File: src/core/scpr_defs.svh
// Constants for strap capture, pin roles, serial audio timing and clock-line filtering.
//
// Notes on behaviour
// - Power-up reset pin low holds device reset.
// - Bit clock pin: input slave, output master.
// - Bit clock runs 32 or 64 times fs.
// - Frame strobe driven as master, input slave.
// - Accept stereo stream on serial input pin.
// - Send stereo stream on serial output pin.
// - Test strap sampled in reset; low selects test.
// - Clock strap high selects bit clock reference.
// - Role strap high slave, low master.
// - Clock line ignores glitches, holds off changes.
`ifndef SCPR_DEFS_SVH
`define SCPR_DEFS_SVH

// ****************************************************************
// Timing of the core clock and the clock-line filter
// ****************************************************************
`define SCPR_CLK_PERIOD_NS 20
`define SCPR_GLITCH_NS     5
`define SCPR_HOLDOFF_NS    20
// Least time rounds up, longest time rounds down, never below one cycle.
`define SCPR_GLITCH_CYC_RAW  ((`SCPR_GLITCH_NS + `SCPR_CLK_PERIOD_NS - 1) / `SCPR_CLK_PERIOD_NS)
`define SCPR_GLITCH_CYC      ((`SCPR_GLITCH_CYC_RAW < 1) ? 1 : `SCPR_GLITCH_CYC_RAW)
`define SCPR_HOLDOFF_CYC_RAW (`SCPR_HOLDOFF_NS / `SCPR_CLK_PERIOD_NS)
`define SCPR_HOLDOFF_CYC     ((`SCPR_HOLDOFF_CYC_RAW < 1) ? 1 : `SCPR_HOLDOFF_CYC_RAW)
`define SCPR_FILT_CNT_W      4

// ****************************************************************
// Serial audio framing
// ****************************************************************
`define SCPR_BCLK_HALF_CYC 4'h8
`define SCPR_SLOT_BITS_32X 6'h10
`define SCPR_SLOT_BITS_64X 6'h20
`define SCPR_SAMPLE_W      24
`define SCPR_SHIFT_W       32
`define SCPR_PAD_64X       8
`define SCPR_PAD_32X       16
`define SCPR_SLOT_CNT_W    6
`define SCPR_DIV_CNT_W     4

// ****************************************************************
// Synchroniser lanes and strap defaults (pulled-up levels)
// ****************************************************************
`define SCPR_SYNC_W        8
`define SCPR_LANE_RST      0
`define SCPR_LANE_TEST     1
`define SCPR_LANE_REF      2
`define SCPR_LANE_ROLE     3
`define SCPR_LANE_BCLK     4
`define SCPR_LANE_FRAME    5
`define SCPR_LANE_SDI      6
`define SCPR_LANE_SCL      7
`define SCPR_SYNC_RESET    8'hff

`endif

File: src/core/scpr_pkg.sv
// Types shared by the strap capture and pin role block.
package scpr_pkg;
  `include "scpr_defs.svh"

  // Straps as latched at the end of power-up reset.
  typedef struct packed {
    logic test_mode;
    logic pll_ref_bit_clock;
    logic two_wire_master;
  } scpr_straps_t;

  // Role of each shared pin: high means the audio or clock function.
  typedef struct packed {
    logic bit_clock_audio;
    logic frame_audio;
    logic sdi_audio;
    logic sdo_audio;
    logic aux_clock;
  } scpr_roles_t;

  // General-purpose values driven when a pin is not in its audio role.
  typedef struct packed {
    logic io_zero_out;
    logic io_zero_oe;
    logic io_one_out;
    logic io_one_oe;
    logic io_twenty_out;
    logic io_twenty_oe;
    logic out_six;
    logic out_seven;
    logic out_seventeen;
    logic out_eighteen;
  } scpr_gpio_t;

  // One stereo sample.
  typedef struct packed {
    logic [`SCPR_SAMPLE_W-1:0] left;
    logic [`SCPR_SAMPLE_W-1:0] right;
  } scpr_sample_t;

  // Link events seen in the core clock domain.
  typedef enum logic [1:0] {
    SCPR_EDGE_NONE = 2'b00,
    SCPR_EDGE_RISE = 2'b01,
    SCPR_EDGE_FALL = 2'b10
  } scpr_edge_t;
endpackage

File: src/core/scpr_scl_filter.sv
// Glitch filter and change hold-off for the two-wire clock line.
module scpr_scl_filter (
  // Clock and reset
  input  wire logic clk,
  input  wire logic rst,
  // Synchronised line level and the filtered result
  input  wire logic line_in,
  output logic      line_out
);
  import scpr_pkg::*;

  logic [`SCPR_FILT_CNT_W-1:0] stable_cnt;
  logic [`SCPR_FILT_CNT_W-1:0] hold_cnt;
  logic [`SCPR_FILT_CNT_W-1:0] next_stable_cnt;
  logic [`SCPR_FILT_CNT_W-1:0] next_hold_cnt;
  logic                        next_line_out;

  // ****************************************************************
  // Filter
  // ****************************************************************
  // A new level must persist before it is taken; after a change the
  // output is frozen so reflections cannot toggle it again.
  always_comb begin
    next_line_out   = line_out;
    next_stable_cnt = '0;
    next_hold_cnt   = (hold_cnt != '0) ? hold_cnt - 1'b1 : hold_cnt;
    if (rst) begin
      next_line_out = 1'b1;
      next_hold_cnt = '0;
    end else if (hold_cnt != '0) begin
      next_stable_cnt = '0;
    end else if (line_in != line_out) begin
      if (stable_cnt + 1'b1 >= `SCPR_FILT_CNT_W'(`SCPR_GLITCH_CYC)) begin
        next_line_out = line_in;
        next_hold_cnt = `SCPR_FILT_CNT_W'(`SCPR_HOLDOFF_CYC);
      end else begin
        next_stable_cnt = stable_cnt + 1'b1;
      end
    end
  end

  always_ff @(posedge clk) begin
    line_out   <= next_line_out;
    stable_cnt <= next_stable_cnt;
    hold_cnt   <= next_hold_cnt;
  end
endmodule

File: src/core/scpr_sync.sv
// Two-flip-flop synchroniser for pin inputs.
module scpr_sync (
  // Clock and reset
  input  wire logic                    clk,
  input  wire logic                    rst,
  // Asynchronous levels and their synchronised copies
  input  wire logic [`SCPR_SYNC_W-1:0] async_in,
  output logic      [`SCPR_SYNC_W-1:0] sync_out
);
  import scpr_pkg::*;

  logic [`SCPR_SYNC_W-1:0] meta;
  logic [`SCPR_SYNC_W-1:0] next_meta;
  logic [`SCPR_SYNC_W-1:0] next_sync_out;

  // ****************************************************************
  // Next values
  // ****************************************************************
  // Reset to the pulled-up level so nothing looks asserted early.
  always_comb begin
    next_meta     = rst ? `SCPR_SYNC_RESET : async_in;
    next_sync_out = rst ? `SCPR_SYNC_RESET : meta;
  end

  // The first stage is read by the second stage only.
  always_ff @(posedge clk) begin
    meta     <= next_meta;
    sync_out <= next_sync_out;
  end
endmodule

File: src/core/scpr_top.sv
// Strap capture, shared pin roles, serial audio framing and clock-line filtering.
module scpr_top (
  // Core clock and reset
  input  wire logic                 clk,
  input  wire logic                 rst,
  // Power-up reset pin
  input  wire logic                 power_up_reset_in_low,
  // Configuration
  input  wire logic                 audio_master,
  input  wire logic                 bit_clock_ratio_64,
  input  wire scpr_pkg::scpr_roles_t pin_roles,
  input  wire scpr_pkg::scpr_gpio_t  gpio_drive,
  // Bit clock pin, shared with general_io_zero
  input  wire logic                 serial_bit_clock_in,
  output logic                      serial_bit_clock_out,
  output logic                      serial_bit_clock_oe,
  // Frame strobe pin, shared with general_io_one
  input  wire logic                 frame_strobe_in,
  output logic                      frame_strobe_out,
  output logic                      frame_strobe_oe,
  // Serial data input pin, shared with general_io_twenty
  input  wire logic                 serial_audio_in_0_in,
  output logic                      serial_audio_in_0_out,
  output logic                      serial_audio_in_0_oe,
  // Serial data output pin, shares test strap and general_out_six
  input  wire logic                 serial_audio_out_0_in,
  output logic                      serial_audio_out_0_out,
  output logic                      serial_audio_out_0_oe,
  // Aux clock pin, shares clock-source strap and general_out_seven
  input  wire logic                 aux_clock_output_in,
  output logic                      aux_clock_output_out,
  output logic                      aux_clock_output_oe,
  // Role strap pin, shared with general_out_eighteen
  input  wire logic                 two_wire_role_strap_in,
  output logic                      two_wire_role_strap_out,
  output logic                      two_wire_role_strap_oe,
  // General output seventeen
  output logic                      general_out_seventeen,
  // Two-wire clock line, open drain
  input  wire logic                 two_wire_clock_in,
  input  wire logic                 two_wire_clock_pull_low,
  output logic                      two_wire_clock_out,
  output logic                      two_wire_clock_oe,
  output logic                      two_wire_clock_filtered,
  // Status
  output logic                      reset_active,
  output scpr_pkg::scpr_straps_t    straps,
  output logic [2:0]                general_io_in,
  // Audio samples
  input  wire scpr_pkg::scpr_sample_t tx_sample,
  output logic                      tx_sample_taken,
  output scpr_pkg::scpr_sample_t    rx_sample,
  output logic                      rx_sample_valid
);
  import scpr_pkg::*;

  // ****************************************************************
  // Pin synchronisers and the clock-line filter
  // ****************************************************************
  logic [`SCPR_SYNC_W-1:0] pins_s;
  logic                    scl_filt;

  scpr_sync u_sync (
    .clk      (clk),
    .rst      (rst),
    .async_in ({two_wire_clock_in, serial_audio_in_0_in, frame_strobe_in,
                serial_bit_clock_in, two_wire_role_strap_in, aux_clock_output_in,
                serial_audio_out_0_in, power_up_reset_in_low}),
    .sync_out (pins_s)
  );

  scpr_scl_filter u_scl_filter (
    .clk      (clk),
    .rst      (rst),
    .line_in  (pins_s[`SCPR_LANE_SCL]),
    .line_out (scl_filt)
  );

  // ****************************************************************
  // Reset and strap capture
  // ****************************************************************
  logic         in_reset;
  logic         next_reset_active;
  scpr_straps_t next_straps;

  // While reset stands the straps follow the pins; when it ends the last
  // sampled values stay frozen, so later output use cannot disturb them.
  always_comb begin
    in_reset          = rst | ~pins_s[`SCPR_LANE_RST];
    next_reset_active = in_reset;
    next_straps       = straps;
    if (in_reset) begin
      next_straps.test_mode         = ~pins_s[`SCPR_LANE_TEST];
      next_straps.pll_ref_bit_clock = pins_s[`SCPR_LANE_REF];
      next_straps.two_wire_master   = ~pins_s[`SCPR_LANE_ROLE];
    end
  end

  always_ff @(posedge clk) begin
    reset_active <= next_reset_active;
    straps       <= next_straps;
  end

  // ****************************************************************
  // Bit clock and frame strobe timing
  // ****************************************************************
  logic [`SCPR_DIV_CNT_W-1:0]  div_cnt;
  logic [`SCPR_SLOT_CNT_W-1:0] slot_cnt;
  logic                        bclk_gen;
  logic                        frame_gen;
  logic                        bclk_prev;
  logic                        frame_prev;
  logic [`SCPR_DIV_CNT_W-1:0]  next_div_cnt;
  logic [`SCPR_SLOT_CNT_W-1:0] next_slot_cnt;
  logic                        next_bclk_gen;
  logic                        next_frame_gen;
  logic                        next_bclk_prev;
  logic                        next_frame_prev;
  logic                        bclk_now;
  logic                        frame_now;
  logic [`SCPR_SLOT_CNT_W-1:0] slot_bits;
  scpr_edge_t                  bclk_edge;

  // As master the bit clock comes from a divider of the core clock and
  // the frame strobe flips after each slot; as slave both are sampled.
  always_comb begin
    slot_bits = bit_clock_ratio_64 ? `SCPR_SLOT_BITS_64X : `SCPR_SLOT_BITS_32X;
    bclk_now  = audio_master ? bclk_gen : pins_s[`SCPR_LANE_BCLK];
    frame_now = audio_master ? frame_gen : pins_s[`SCPR_LANE_FRAME];
    if (bclk_now & ~bclk_prev) begin
      bclk_edge = SCPR_EDGE_RISE;
    end else if (~bclk_now & bclk_prev) begin
      bclk_edge = SCPR_EDGE_FALL;
    end else begin
      bclk_edge = SCPR_EDGE_NONE;
    end
    next_div_cnt    = div_cnt + 1'b1;
    next_bclk_gen   = bclk_gen;
    next_frame_gen  = frame_gen;
    next_slot_cnt   = slot_cnt;
    next_bclk_prev  = bclk_now;
    next_frame_prev = frame_now;
    if (in_reset || !audio_master) begin
      next_div_cnt   = '0;
      next_bclk_gen  = 1'b0;
      next_frame_gen = 1'b0;
      next_slot_cnt  = '0;
    end else if (div_cnt == `SCPR_BCLK_HALF_CYC - 1'b1) begin
      next_div_cnt  = '0;
      next_bclk_gen = ~bclk_gen;
      if (bclk_gen) begin
        // Falling edge: count bits of the slot and flip the strobe.
        if (slot_cnt == slot_bits - 1'b1) begin
          next_slot_cnt  = '0;
          next_frame_gen = ~frame_gen;
        end else begin
          next_slot_cnt = slot_cnt + 1'b1;
        end
      end
    end
  end

  always_ff @(posedge clk) begin
    div_cnt    <= next_div_cnt;
    slot_cnt   <= next_slot_cnt;
    bclk_gen   <= next_bclk_gen;
    frame_gen  <= next_frame_gen;
    bclk_prev  <= next_bclk_prev;
    frame_prev <= next_frame_prev;
  end

  // ****************************************************************
  // Serial data in and out
  // ****************************************************************
  logic [`SCPR_SHIFT_W-1:0] rx_shift;
  logic [`SCPR_SHIFT_W-1:0] tx_shift;
  logic [`SCPR_SAMPLE_W-1:0] rx_left;
  logic                     rx_frame_seen;
  logic                     tx_frame_seen;
  logic [`SCPR_SAMPLE_W-1:0] tx_right;
  logic                     tx_bit;
  logic [`SCPR_SHIFT_W-1:0] next_rx_shift;
  logic [`SCPR_SHIFT_W-1:0] next_tx_shift;
  logic [`SCPR_SAMPLE_W-1:0] next_rx_left;
  logic                     next_rx_frame_seen;
  logic                     next_tx_frame_seen;
  logic [`SCPR_SAMPLE_W-1:0] next_tx_right;
  logic                     next_tx_bit;
  scpr_sample_t             next_rx_sample;
  logic                     next_rx_sample_valid;
  logic                     next_tx_sample_taken;
  logic [`SCPR_SAMPLE_W-1:0] rx_word;

  // Data are taken on the rising bit clock and launched on the falling
  // one. A change of the strobe closes the slot; strobe low is left.
  // Only the top bits of a slot are kept, so a 32-times clock carries
  // 16 significant bits per channel.
  always_comb begin
    rx_word = bit_clock_ratio_64 ? rx_shift[`SCPR_SHIFT_W-1:`SCPR_PAD_64X]
                                 : {rx_shift[`SCPR_PAD_32X-1:0], 8'h00};
    next_rx_shift        = rx_shift;
    next_tx_shift        = tx_shift;
    next_rx_left         = rx_left;
    next_rx_frame_seen   = rx_frame_seen;
    next_tx_frame_seen   = tx_frame_seen;
    next_tx_right        = tx_right;
    next_tx_bit          = tx_bit;
    next_rx_sample       = rx_sample;
    next_rx_sample_valid = 1'b0;
    next_tx_sample_taken = 1'b0;
    if (in_reset) begin
      next_rx_shift      = '0;
      next_tx_shift      = '0;
      next_rx_frame_seen = 1'b0;
      next_tx_frame_seen = 1'b0;
      next_tx_bit        = 1'b0;
    end else if (bclk_edge == SCPR_EDGE_RISE) begin
      next_rx_shift      = {rx_shift[`SCPR_SHIFT_W-2:0], pins_s[`SCPR_LANE_SDI]};
      next_rx_frame_seen = frame_now;
      if (frame_now != rx_frame_seen) begin
        if (rx_frame_seen) begin
          next_rx_sample       = '{left: rx_left, right: rx_word};
          next_rx_sample_valid = pin_roles.sdi_audio;
        end else begin
          next_rx_left = rx_word;
        end
      end
    end else if (bclk_edge == SCPR_EDGE_FALL) begin
      next_tx_frame_seen = frame_now;
      if (frame_now != tx_frame_seen) begin
        // Left slot starts: take a fresh stereo sample.
        if (!frame_now) begin
          next_tx_right        = tx_sample.right;
          next_tx_sample_taken = 1'b1;
          next_tx_bit          = tx_sample.left[`SCPR_SAMPLE_W-1];
          next_tx_shift        = {tx_sample.left[`SCPR_SAMPLE_W-2:0], 9'h000};
        end else begin
          next_tx_bit   = tx_right[`SCPR_SAMPLE_W-1];
          next_tx_shift = {tx_right[`SCPR_SAMPLE_W-2:0], 9'h000};
        end
      end else begin
        next_tx_bit   = tx_shift[`SCPR_SHIFT_W-1];
        next_tx_shift = {tx_shift[`SCPR_SHIFT_W-2:0], 1'b0};
      end
    end
  end

  always_ff @(posedge clk) begin
    rx_shift        <= next_rx_shift;
    tx_shift        <= next_tx_shift;
    rx_left         <= next_rx_left;
    rx_frame_seen   <= next_rx_frame_seen;
    tx_frame_seen   <= next_tx_frame_seen;
    tx_right        <= next_tx_right;
    tx_bit          <= next_tx_bit;
    rx_sample       <= next_rx_sample;
    rx_sample_valid <= next_rx_sample_valid;
    tx_sample_taken <= next_tx_sample_taken;
  end

  // ****************************************************************
  // Pin drivers
  // ****************************************************************
  logic [19:0] next_pins;
  logic [2:0]  next_general_io_in;

  // Every driver is computed here and registered below. Strap pins stay
  // undriven through reset so that only the resistors set their level.
  always_comb begin
    next_pins[0]  = pin_roles.bit_clock_audio ? bclk_gen : gpio_drive.io_zero_out;
    next_pins[1]  = ~in_reset & (pin_roles.bit_clock_audio ? audio_master
                                                           : gpio_drive.io_zero_oe);
    next_pins[2]  = pin_roles.frame_audio ? frame_gen : gpio_drive.io_one_out;
    next_pins[3]  = ~in_reset & (pin_roles.frame_audio ? audio_master
                                                       : gpio_drive.io_one_oe);
    next_pins[4]  = gpio_drive.io_twenty_out;
    next_pins[5]  = ~in_reset & ~pin_roles.sdi_audio & gpio_drive.io_twenty_oe;
    next_pins[6]  = pin_roles.sdo_audio ? tx_bit : gpio_drive.out_six;
    next_pins[7]  = ~in_reset;
    next_pins[8]  = pin_roles.aux_clock ? bclk_gen : gpio_drive.out_seven;
    next_pins[9]  = ~in_reset;
    next_pins[10] = gpio_drive.out_eighteen;
    next_pins[11] = ~in_reset;
    next_pins[12] = gpio_drive.out_seventeen;
    // Open drain: only ever pull low, the line rises by its resistor.
    next_pins[13] = 1'b0;
    next_pins[14] = ~in_reset & two_wire_clock_pull_low;
    next_pins[15] = scl_filt;
    next_pins[19:16] = 4'h0;
    next_general_io_in = {pins_s[`SCPR_LANE_SDI], pins_s[`SCPR_LANE_FRAME],
                          pins_s[`SCPR_LANE_BCLK]};
  end

  always_ff @(posedge clk) begin
    serial_bit_clock_out    <= next_pins[0];
    serial_bit_clock_oe     <= next_pins[1];
    frame_strobe_out        <= next_pins[2];
    frame_strobe_oe         <= next_pins[3];
    serial_audio_in_0_out   <= next_pins[4];
    serial_audio_in_0_oe    <= next_pins[5];
    serial_audio_out_0_out  <= next_pins[6];
    serial_audio_out_0_oe   <= next_pins[7];
    aux_clock_output_out    <= next_pins[8];
    aux_clock_output_oe     <= next_pins[9];
    two_wire_role_strap_out <= next_pins[10];
    two_wire_role_strap_oe  <= next_pins[11];
    general_out_seventeen   <= next_pins[12];
    two_wire_clock_out      <= next_pins[13];
    two_wire_clock_oe       <= next_pins[14];
    two_wire_clock_filtered <= next_pins[15];
    general_io_in           <= next_general_io_in;
  end
endmodule

File: config.mk
export PLATFORM = sky130hd
export DESIGN_NAME = scpr_top
export DESIGN_NICKNAME = d
export VERILOG_FILES = /design/src/core/scpr_pkg.sv /design/src/core/scpr_scl_filter.sv /design/src/core/scpr_sync.sv /design/src/core/scpr_top.sv
export VERILOG_INCLUDE_DIRS = /design/src /design/src/core
export SDC_FILE = /design/constraint.sdc
export NUM_CORES = 1
export LEC_CHECK = 0
export BUFFER_PORTS_ARGS = -buffer_cell sky130_fd_sc_hd__buf_2
export CORE_AREA = 2 2 149 151
export DETAILED_ROUTE_END_ITERATION = 16
export DIE_AREA = 0 0 151 153
export PLACE_DENSITY = 0.62
export SYNTH_ARGS = -nofsm -noshare
export SYNTH_HDL_FRONTEND = slang
export SYNTH_HIERARCHICAL = 1
export SYNTH_SLANG_ARGS = --single-unit
File: constraint.sdc
create_clock -name clk -period 3.2 [get_ports clk]
set_clock_uncertainty 0.15 [all_clocks]
set_input_delay 0.32 -clock clk [delete_from_list [all_inputs] [get_ports clk]]
set_output_delay 0.32 -clock clk [all_outputs]
set_load 0.005 [all_outputs]
# After elaboration in Yosys (flattened, before gate mapping)
# Cells that the tools add are included.
totals:
  ff_bits: 223
  input_bits: 76
  output_inout_bits: 73
  wordCells: 113
op_classes:
  addsub: 5
  n_lt_le_gt_ge: 1
  n_eq_ne: 7
  muxes: 22
  n_bitwise: 25
  reduce_logical: 14
op_table:
  columns: ["op", "count"]
  rows:
  - ["$mux W32", 2]
  - ["$mux W24", 1]
  - ["$not A1 Y1", 17]
  - ["$mux W4", 4]
  - ["$mux W6", 2]
  - ["$reduce_or A4 Y1", 3]
  - ["$mux W1", 11]
  - ["$add A4 B1 Y4 const B", 2]
  - ["$reduce_and A4 Y1", 2]
  - ["$and A1 B1 Y1", 7]
  - ["$add A6 B1 Y6 const B", 1]
  - ["$eq A6 B6 Y1", 1]
  - ["$reduce_and A3 Y1", 2]
  - ["$sub A6 B1 Y6 const B", 1]
  - ["$reduce_and A5 Y1", 1]
  - ["$eq A4 B3 Y1 const B", 1]
  - ["$ge A4 B1 Y1 const B", 1]
  - ["$mux W2", 2]
  - ["$reduce_and A2 Y1", 2]
  - ["$reduce_bool A4 Y1", 1]
  - ["$sub A4 B1 Y4 const B", 1]
  - ["$ne A1 B1 Y1", 3]
  - ["$eq A2 B1 Y1 const B", 1]
  - ["$eq A2 B2 Y1 const B", 1]
  - ["4 further kinds", 4]

# Logic depth before layout (Yosys ltp)
logic_depth:
  word_depth: 8
  mapped_depth: 7
  mapped_depth_nobuf: 5

# Hierarchy
# Netlist, hierarchy kept.
modules_own_cells:
  columns: ["mod", "instances", "cells_per_inst", "area_each_um2", "seq_area_each_um2"]
  rows:
  - ["scpr_top", 1, 566, 6991.7, 4774.6]
  - ["scpr_scl_filter", 1, 48, 440.4, 180.2]
  - ["scpr_sync", 1, 33, 431.7, 320.3]

# Least setup slack after synthesis
# Ideal clock, no wire load.
synth_timing:
  path_type: "input to register"
  start: "in audio_master"
  end: "reg rx_left[0], enable pin"
  setup_ps: 420
  t_arrival_ps: 2561
  t_required_ps: 2630
  path_slack_ps: 69
  cell_stages: 6
  path_buffers: 3
  cell_sequence: "buf_6 mux2i_4 or2_2 buf_2 buf_2 nor4_2"
synth_between:
  elab_chain_cells: 7
  word_cells_on_any_way: 10
  cone_classes: "2 x eq/ne; 4 x mux; 3 x bitwise; 1 x reduce/logical"
synth_lines:
  columns: ["element", "line", "rtl"]
  rows:
  - ["from (decl)", "scpr_top.sv:9", "input wire logic audio_master,"]
  - ["$mux W1", "scpr_top.sv:128", "bclk_now = audio_master ? bclk_gen : pins_s[`SCPR_LANE_BCLK];"]
  - ["$not A1 Y1", "scpr_top.sv:132", "end else if (~bclk_now & bclk_prev) begin"]
  - ["$and A1 B1 Y1", "scpr_top.sv:132", null]
  - ["$mux W2", "scpr_top.sv:132", null]
  - ["$mux W2", "scpr_top.sv:130", "if (bclk_now & ~bclk_prev) begin"]
  - ["$eq A2 B1 Y1", "scpr_top.sv:217", "end else if (bclk_edge == SCPR_EDGE_RISE) begin"]
  - ["$reduce_and A4 Y1 (no line) (*)", null, null]
  - ["to (signal assigned)", "scpr_top.sv:251", "rx_left <= next_rx_left;"]
  - ["to (decl)", "scpr_top.sv:177", "logic [`SCPR_SAMPLE_W-1:0] rx_left;"]
# Every way passes the cells marked *; elsewhere a longest branch is shown, timed or not.
# A chain may end at the register's enable or synchronous reset.

# Worst setup path in the final report
layout_timing:
  start: "reg bclk_gen"
  end: "reg rx_left[6], enable pin"
layout_between:
  elab_chain_cells: 7
  word_cells_on_any_way: 8
  cone_classes: "1 x eq/ne; 3 x mux; 3 x bitwise; 1 x reduce/logical"
layout_lines:
  columns: ["element", "line", "rtl"]
  rows:
  - ["from (decl)", "scpr_top.sv:109", "logic bclk_gen;"]
  - ["from (signal assigned)", "scpr_top.sv:166", "bclk_gen <= next_bclk_gen;"]
  - ["$mux W1 (*)", "scpr_top.sv:128", null]
  - ["$not A1 Y1", "scpr_top.sv:132", null]
  - ["$and A1 B1 Y1", "scpr_top.sv:132", null]
  - ["$mux W2", "scpr_top.sv:132", null]
  - ["$mux W2 (*)", "scpr_top.sv:130", null]
  - ["$eq A2 B1 Y1 (*)", "scpr_top.sv:217", null]
  - ["$reduce_and A4 Y1 (no line) (*)", null, null]
# Marked as above.

==> metrics.csv <==
stage;metric;value;unit
die;die_area;23100;um^2
grt;grt_util_all_layers;13.0;%
routing;wire_per_inst;13.4;um
timing;max_clock_freq;0.445;GHz
hold_path;hold_path.class;in2reg;
routing;wl_met2;7.63;mm
grt;grt_pass1_wl;24.7;mm
die;rows;54;
placed_design;gp_congestion;0.767;
critical_path;required;3210;ps
critical_path;cpMaxStageDelayCell;or2_2;
yosys;ys_ff_latch;214;
timing;fin_setup_tns;0;ps
timing;finalCritPeriodShare;70.2;%
routing;firstDrtPassIters;4;
critical_path;reg2reg_from;bclk_gen;
critical_path;crit_chain;mux2i_4 > or2_2 > nor4_4 > buf_4;
critical_path;reg2regPathDepth;4;
yosys;ys.flop_type;dfxtp_1;
critical_path;cp_num_cells;4;
critical_path;path_delay_family;simple AND/OR/NAND/NOR gates;
clocking;cts_max_path_buffers;3;
die;core_area;21500;um^2
timing;slew_violations;0;
run_status;status;complete, no violations;
hold_path;min_path_cells;2;
finish;syn_to_final_growth;27.8;%
power_and_ir_drop;power.density;594;nW/um^2
hold_path;holdCritStartpoint;rst;
critical_path;worstPathMaxFanout;33;
grt;grt_pass1_vias;5105;
yosys;async_flop_share;0;%
timing;setup_ws;955;ps
finish;final_net_count;920;
routing;totalWireLength;15.2;mm
clocking;cts_setup_buffers;0;
finish;fillers;2005;
critical_path;cpPeakStageDelay;550;ps
timing;hold_viol;0;
grt;grt-ovfl-total;0;
clocking;clk_latency;490;ps
routing;antenna_left;0;
yosys;synth_edf_count;99;
routing;drt-vias-per-instance;4.67;
clocking;cts_tree;yes;
finish;num_antenna_cells;0;
placed_design;dp_hpwl;9.46;mm
die;fp.dieW;151;um
timing;final-setup-viol-count;0;
clocking;numCtsBuffers;23;
clocking;clk_pin_slew;60;ps
grt;antenna_found_initial;0;
critical_path;path_class;reg2reg;
critical_path;critPathBufInv;1;
placed_design;post-place-ws;814;ps
timing;rsz0062_at_grt;no;
die;ioPinCount;149;
placed_design;io_buffers;147;
yosys;syn_inst;647;
routing;wl_met3;669;um
power_and_ir_drop;leakage;3.95;nW
routing;drt_iter0_drc;247;
yosys;avgSynthCellArea;12.2;um^2
critical_path;startpoint;bclk_gen;
timing;maxSlewHeadroom;37.3;%
routing;route.vias.total;5291;
routing;met1_length;6.54;mm
critical_path;worstSetupEndpointType;flip-flop;
grt;grt_max_degree;53;
yosys;seq_area_frac_synth;67.1;%
clocking;htreeDepth;1;
critical_path;startpoint_type;flip-flop;
clocking;numClockSinks;214;
timing;worst_slew_pin_slew;941;ps
clocking;cts-root-buf;clkbuf_16;
finish;final_layout_size_suffix_gt1_share;25.9;%
routing;drc;0;
flow_run;drv_cap;0;
timing;min_period;2250;ps
yosys;ys_warn_count;6;
die;initial_core_util;36.6;%
routing;highest_layer;met4;
yosys;netlist_area;7860;um^2
critical_path;worstPathArrival;2250;ps
die;die_y;153;um
power_and_ir_drop;vdd_drop_max;0.000432;V
yosys;netlist-cell-type-count;55;
## per-stage QoR
stage | hold WS, ps | util (%) | cells | total power [W] | area (um^2)
2_1_floorplan | 181 | - | 648 | 0.00335 | 7870
3_3_place_gp | 222 | 41.0 | 1043 | 0.00347 | 8820
3_5_place_dp | 227 | 41.0 | 1043 | 0.00348 | 8820
4_1_cts | 54.7 | 46.8 | 1134 | 0.00606 | 10100
5_1_grt | 79.3 | 46.8 | 1134 | 0.00623 | 10100
6_report | 67.1 | 46.8 | 1134 | 0.00597 | 10100
## report_power, final
group          total [W]  switching (W)  internal, W
clock            0.00251       0.000993      0.00151
combinational   0.000462       0.000228     0.000234
sequential       0.00300      0.0000619      0.00294
## synth_stat cells, types with 3 or more instances
library cell / instances / area [um^2]
and2_1: 12 / 75.1
and3_1: 4 / 25.0
clkbuf_1: 12 / 45.0
nand3_1: 22 / 110
nor2_1: 21 / 78.8
or3_1: 4 / 25.0
o211a_1: 20 / 200
a21oi_1: 54 / 270
nor3_1: 13 / 65.1
ha_1: 5 / 62.6
or2_1: 16 / 100
xnor2_1: 4 / 35.0
edfxtp_1: 99 / 2970
nand3b_1: 4 / 30.0
a32o_1: 4 / 40.0
nand2b_1: 5 / 31.3
buf_6: 3 / 33.8
dfxtp_1: 115 / 2300
nand2_1: 108 / 405
buf_2: 18 / 90.1
o21ai_0: 19 / 95.1
xor2_1: 3 / 26.3
a2111oi_0: 4 / 35.0
mux2_2: 20 / 225
a21oi_2: 3 / 26.3
mux2i_1: 4 / 40.0
nand4b_1: 3 / 26.3
inv_1: 8 / 30.0
buf_4: 5 / 37.5
## flip-flops by register name (all words and copies together) (netlist names), 3 cells and up
register and cells:
rx_left 24, u_sync/sync_out 8, div_cnt 4, rx_sample 48, general_io_in 3, tx_shift 23
u_scl_filter/stable_cnt 4, u_sync/meta 8, slot_cnt 6, rx_shift 32, u_scl_filter/hold_cnt 4, straps 3
tx_right 24
## kinds of logic (layout without fill, tap and decap cells)
kind of cell,count (synthesis),in the layout,synth area share (%)
AOI/OAI and AO/OA,116,116,9.67
muxes,27,27,4.14
adders and majority gates,5,5,0.796
xor gates and xnor gates,8,8,1.13
DFF,214,214,67.1
other,2,3,0.0955
buffers and inverters,50,256,3.34
and+or+nand+nor,225,225,13.7
## path summary, 6_finish.rpt
kind / to / slack, ps
setup / recovery: rx_left[6] / 950
hold / removal: u_scl_filter/hold_cnt[3] / 70
setup reg to reg: rx_left[6] / 950
hold reg to reg: general_io_in[0] / 230
## cells in the final DEF, fill, tap and decap left out, types with 12 or more instances in the layout
cell           Yosys  final
nor3_1            13     13
and2_1            12     12
buf_2             18    147
dfxtp_1          115    114
dlygate4sd3_1      0     51
nand2_1          108    108
mux2_2            20     20
nor2_1            21     21
clkbuf_16          0     24
o211a_1           20     20
nand3_1           22     22
a21oi_1           54     54
edfxtp_1          99     99
or2_1             16     16
o21ai_0           19     19
## per-layer routing
metal | vias to the layer above | track usage, %
li1 | 2670 | -
met1 | 2471 | 16.3
met2 | 120 | 22.6
met3 | 30 | 2.54
met4 | 0 | 4.14
met5 | - | 0
## area by class of cell
cell class / count / area [um^2] / share of cell area, %
Sequential cell: 214 / 5280 / 52.5
Multi-Input combinational cell: 384 / 2340 / 23.3
Timing Repair Buffer: 207 / 1330 / 13.2
Clock buffer: 33 / 664 / 6.61
Tap cell: 280 / 350 / 3.49
Clock inverter: 7 / 58.8 / 0.585
Inverter: 9 / 33.8 / 0.336
## worst reg2reg max path, delay by kind of cell (launching register included)
family        cells  cell delay, ps
buf+inv           1             360
mux               1             140
flops             1             490
simple gates      2             770
## what timing repair did
action | in CTS | in global routing
resized for setup | 0 | 0
endpoints found under the setup margin | 0 | 0
endpoints found under the hold margin | 45 | 0
hold buffers | 51 | 0
(Power assumes the default switching activity.)
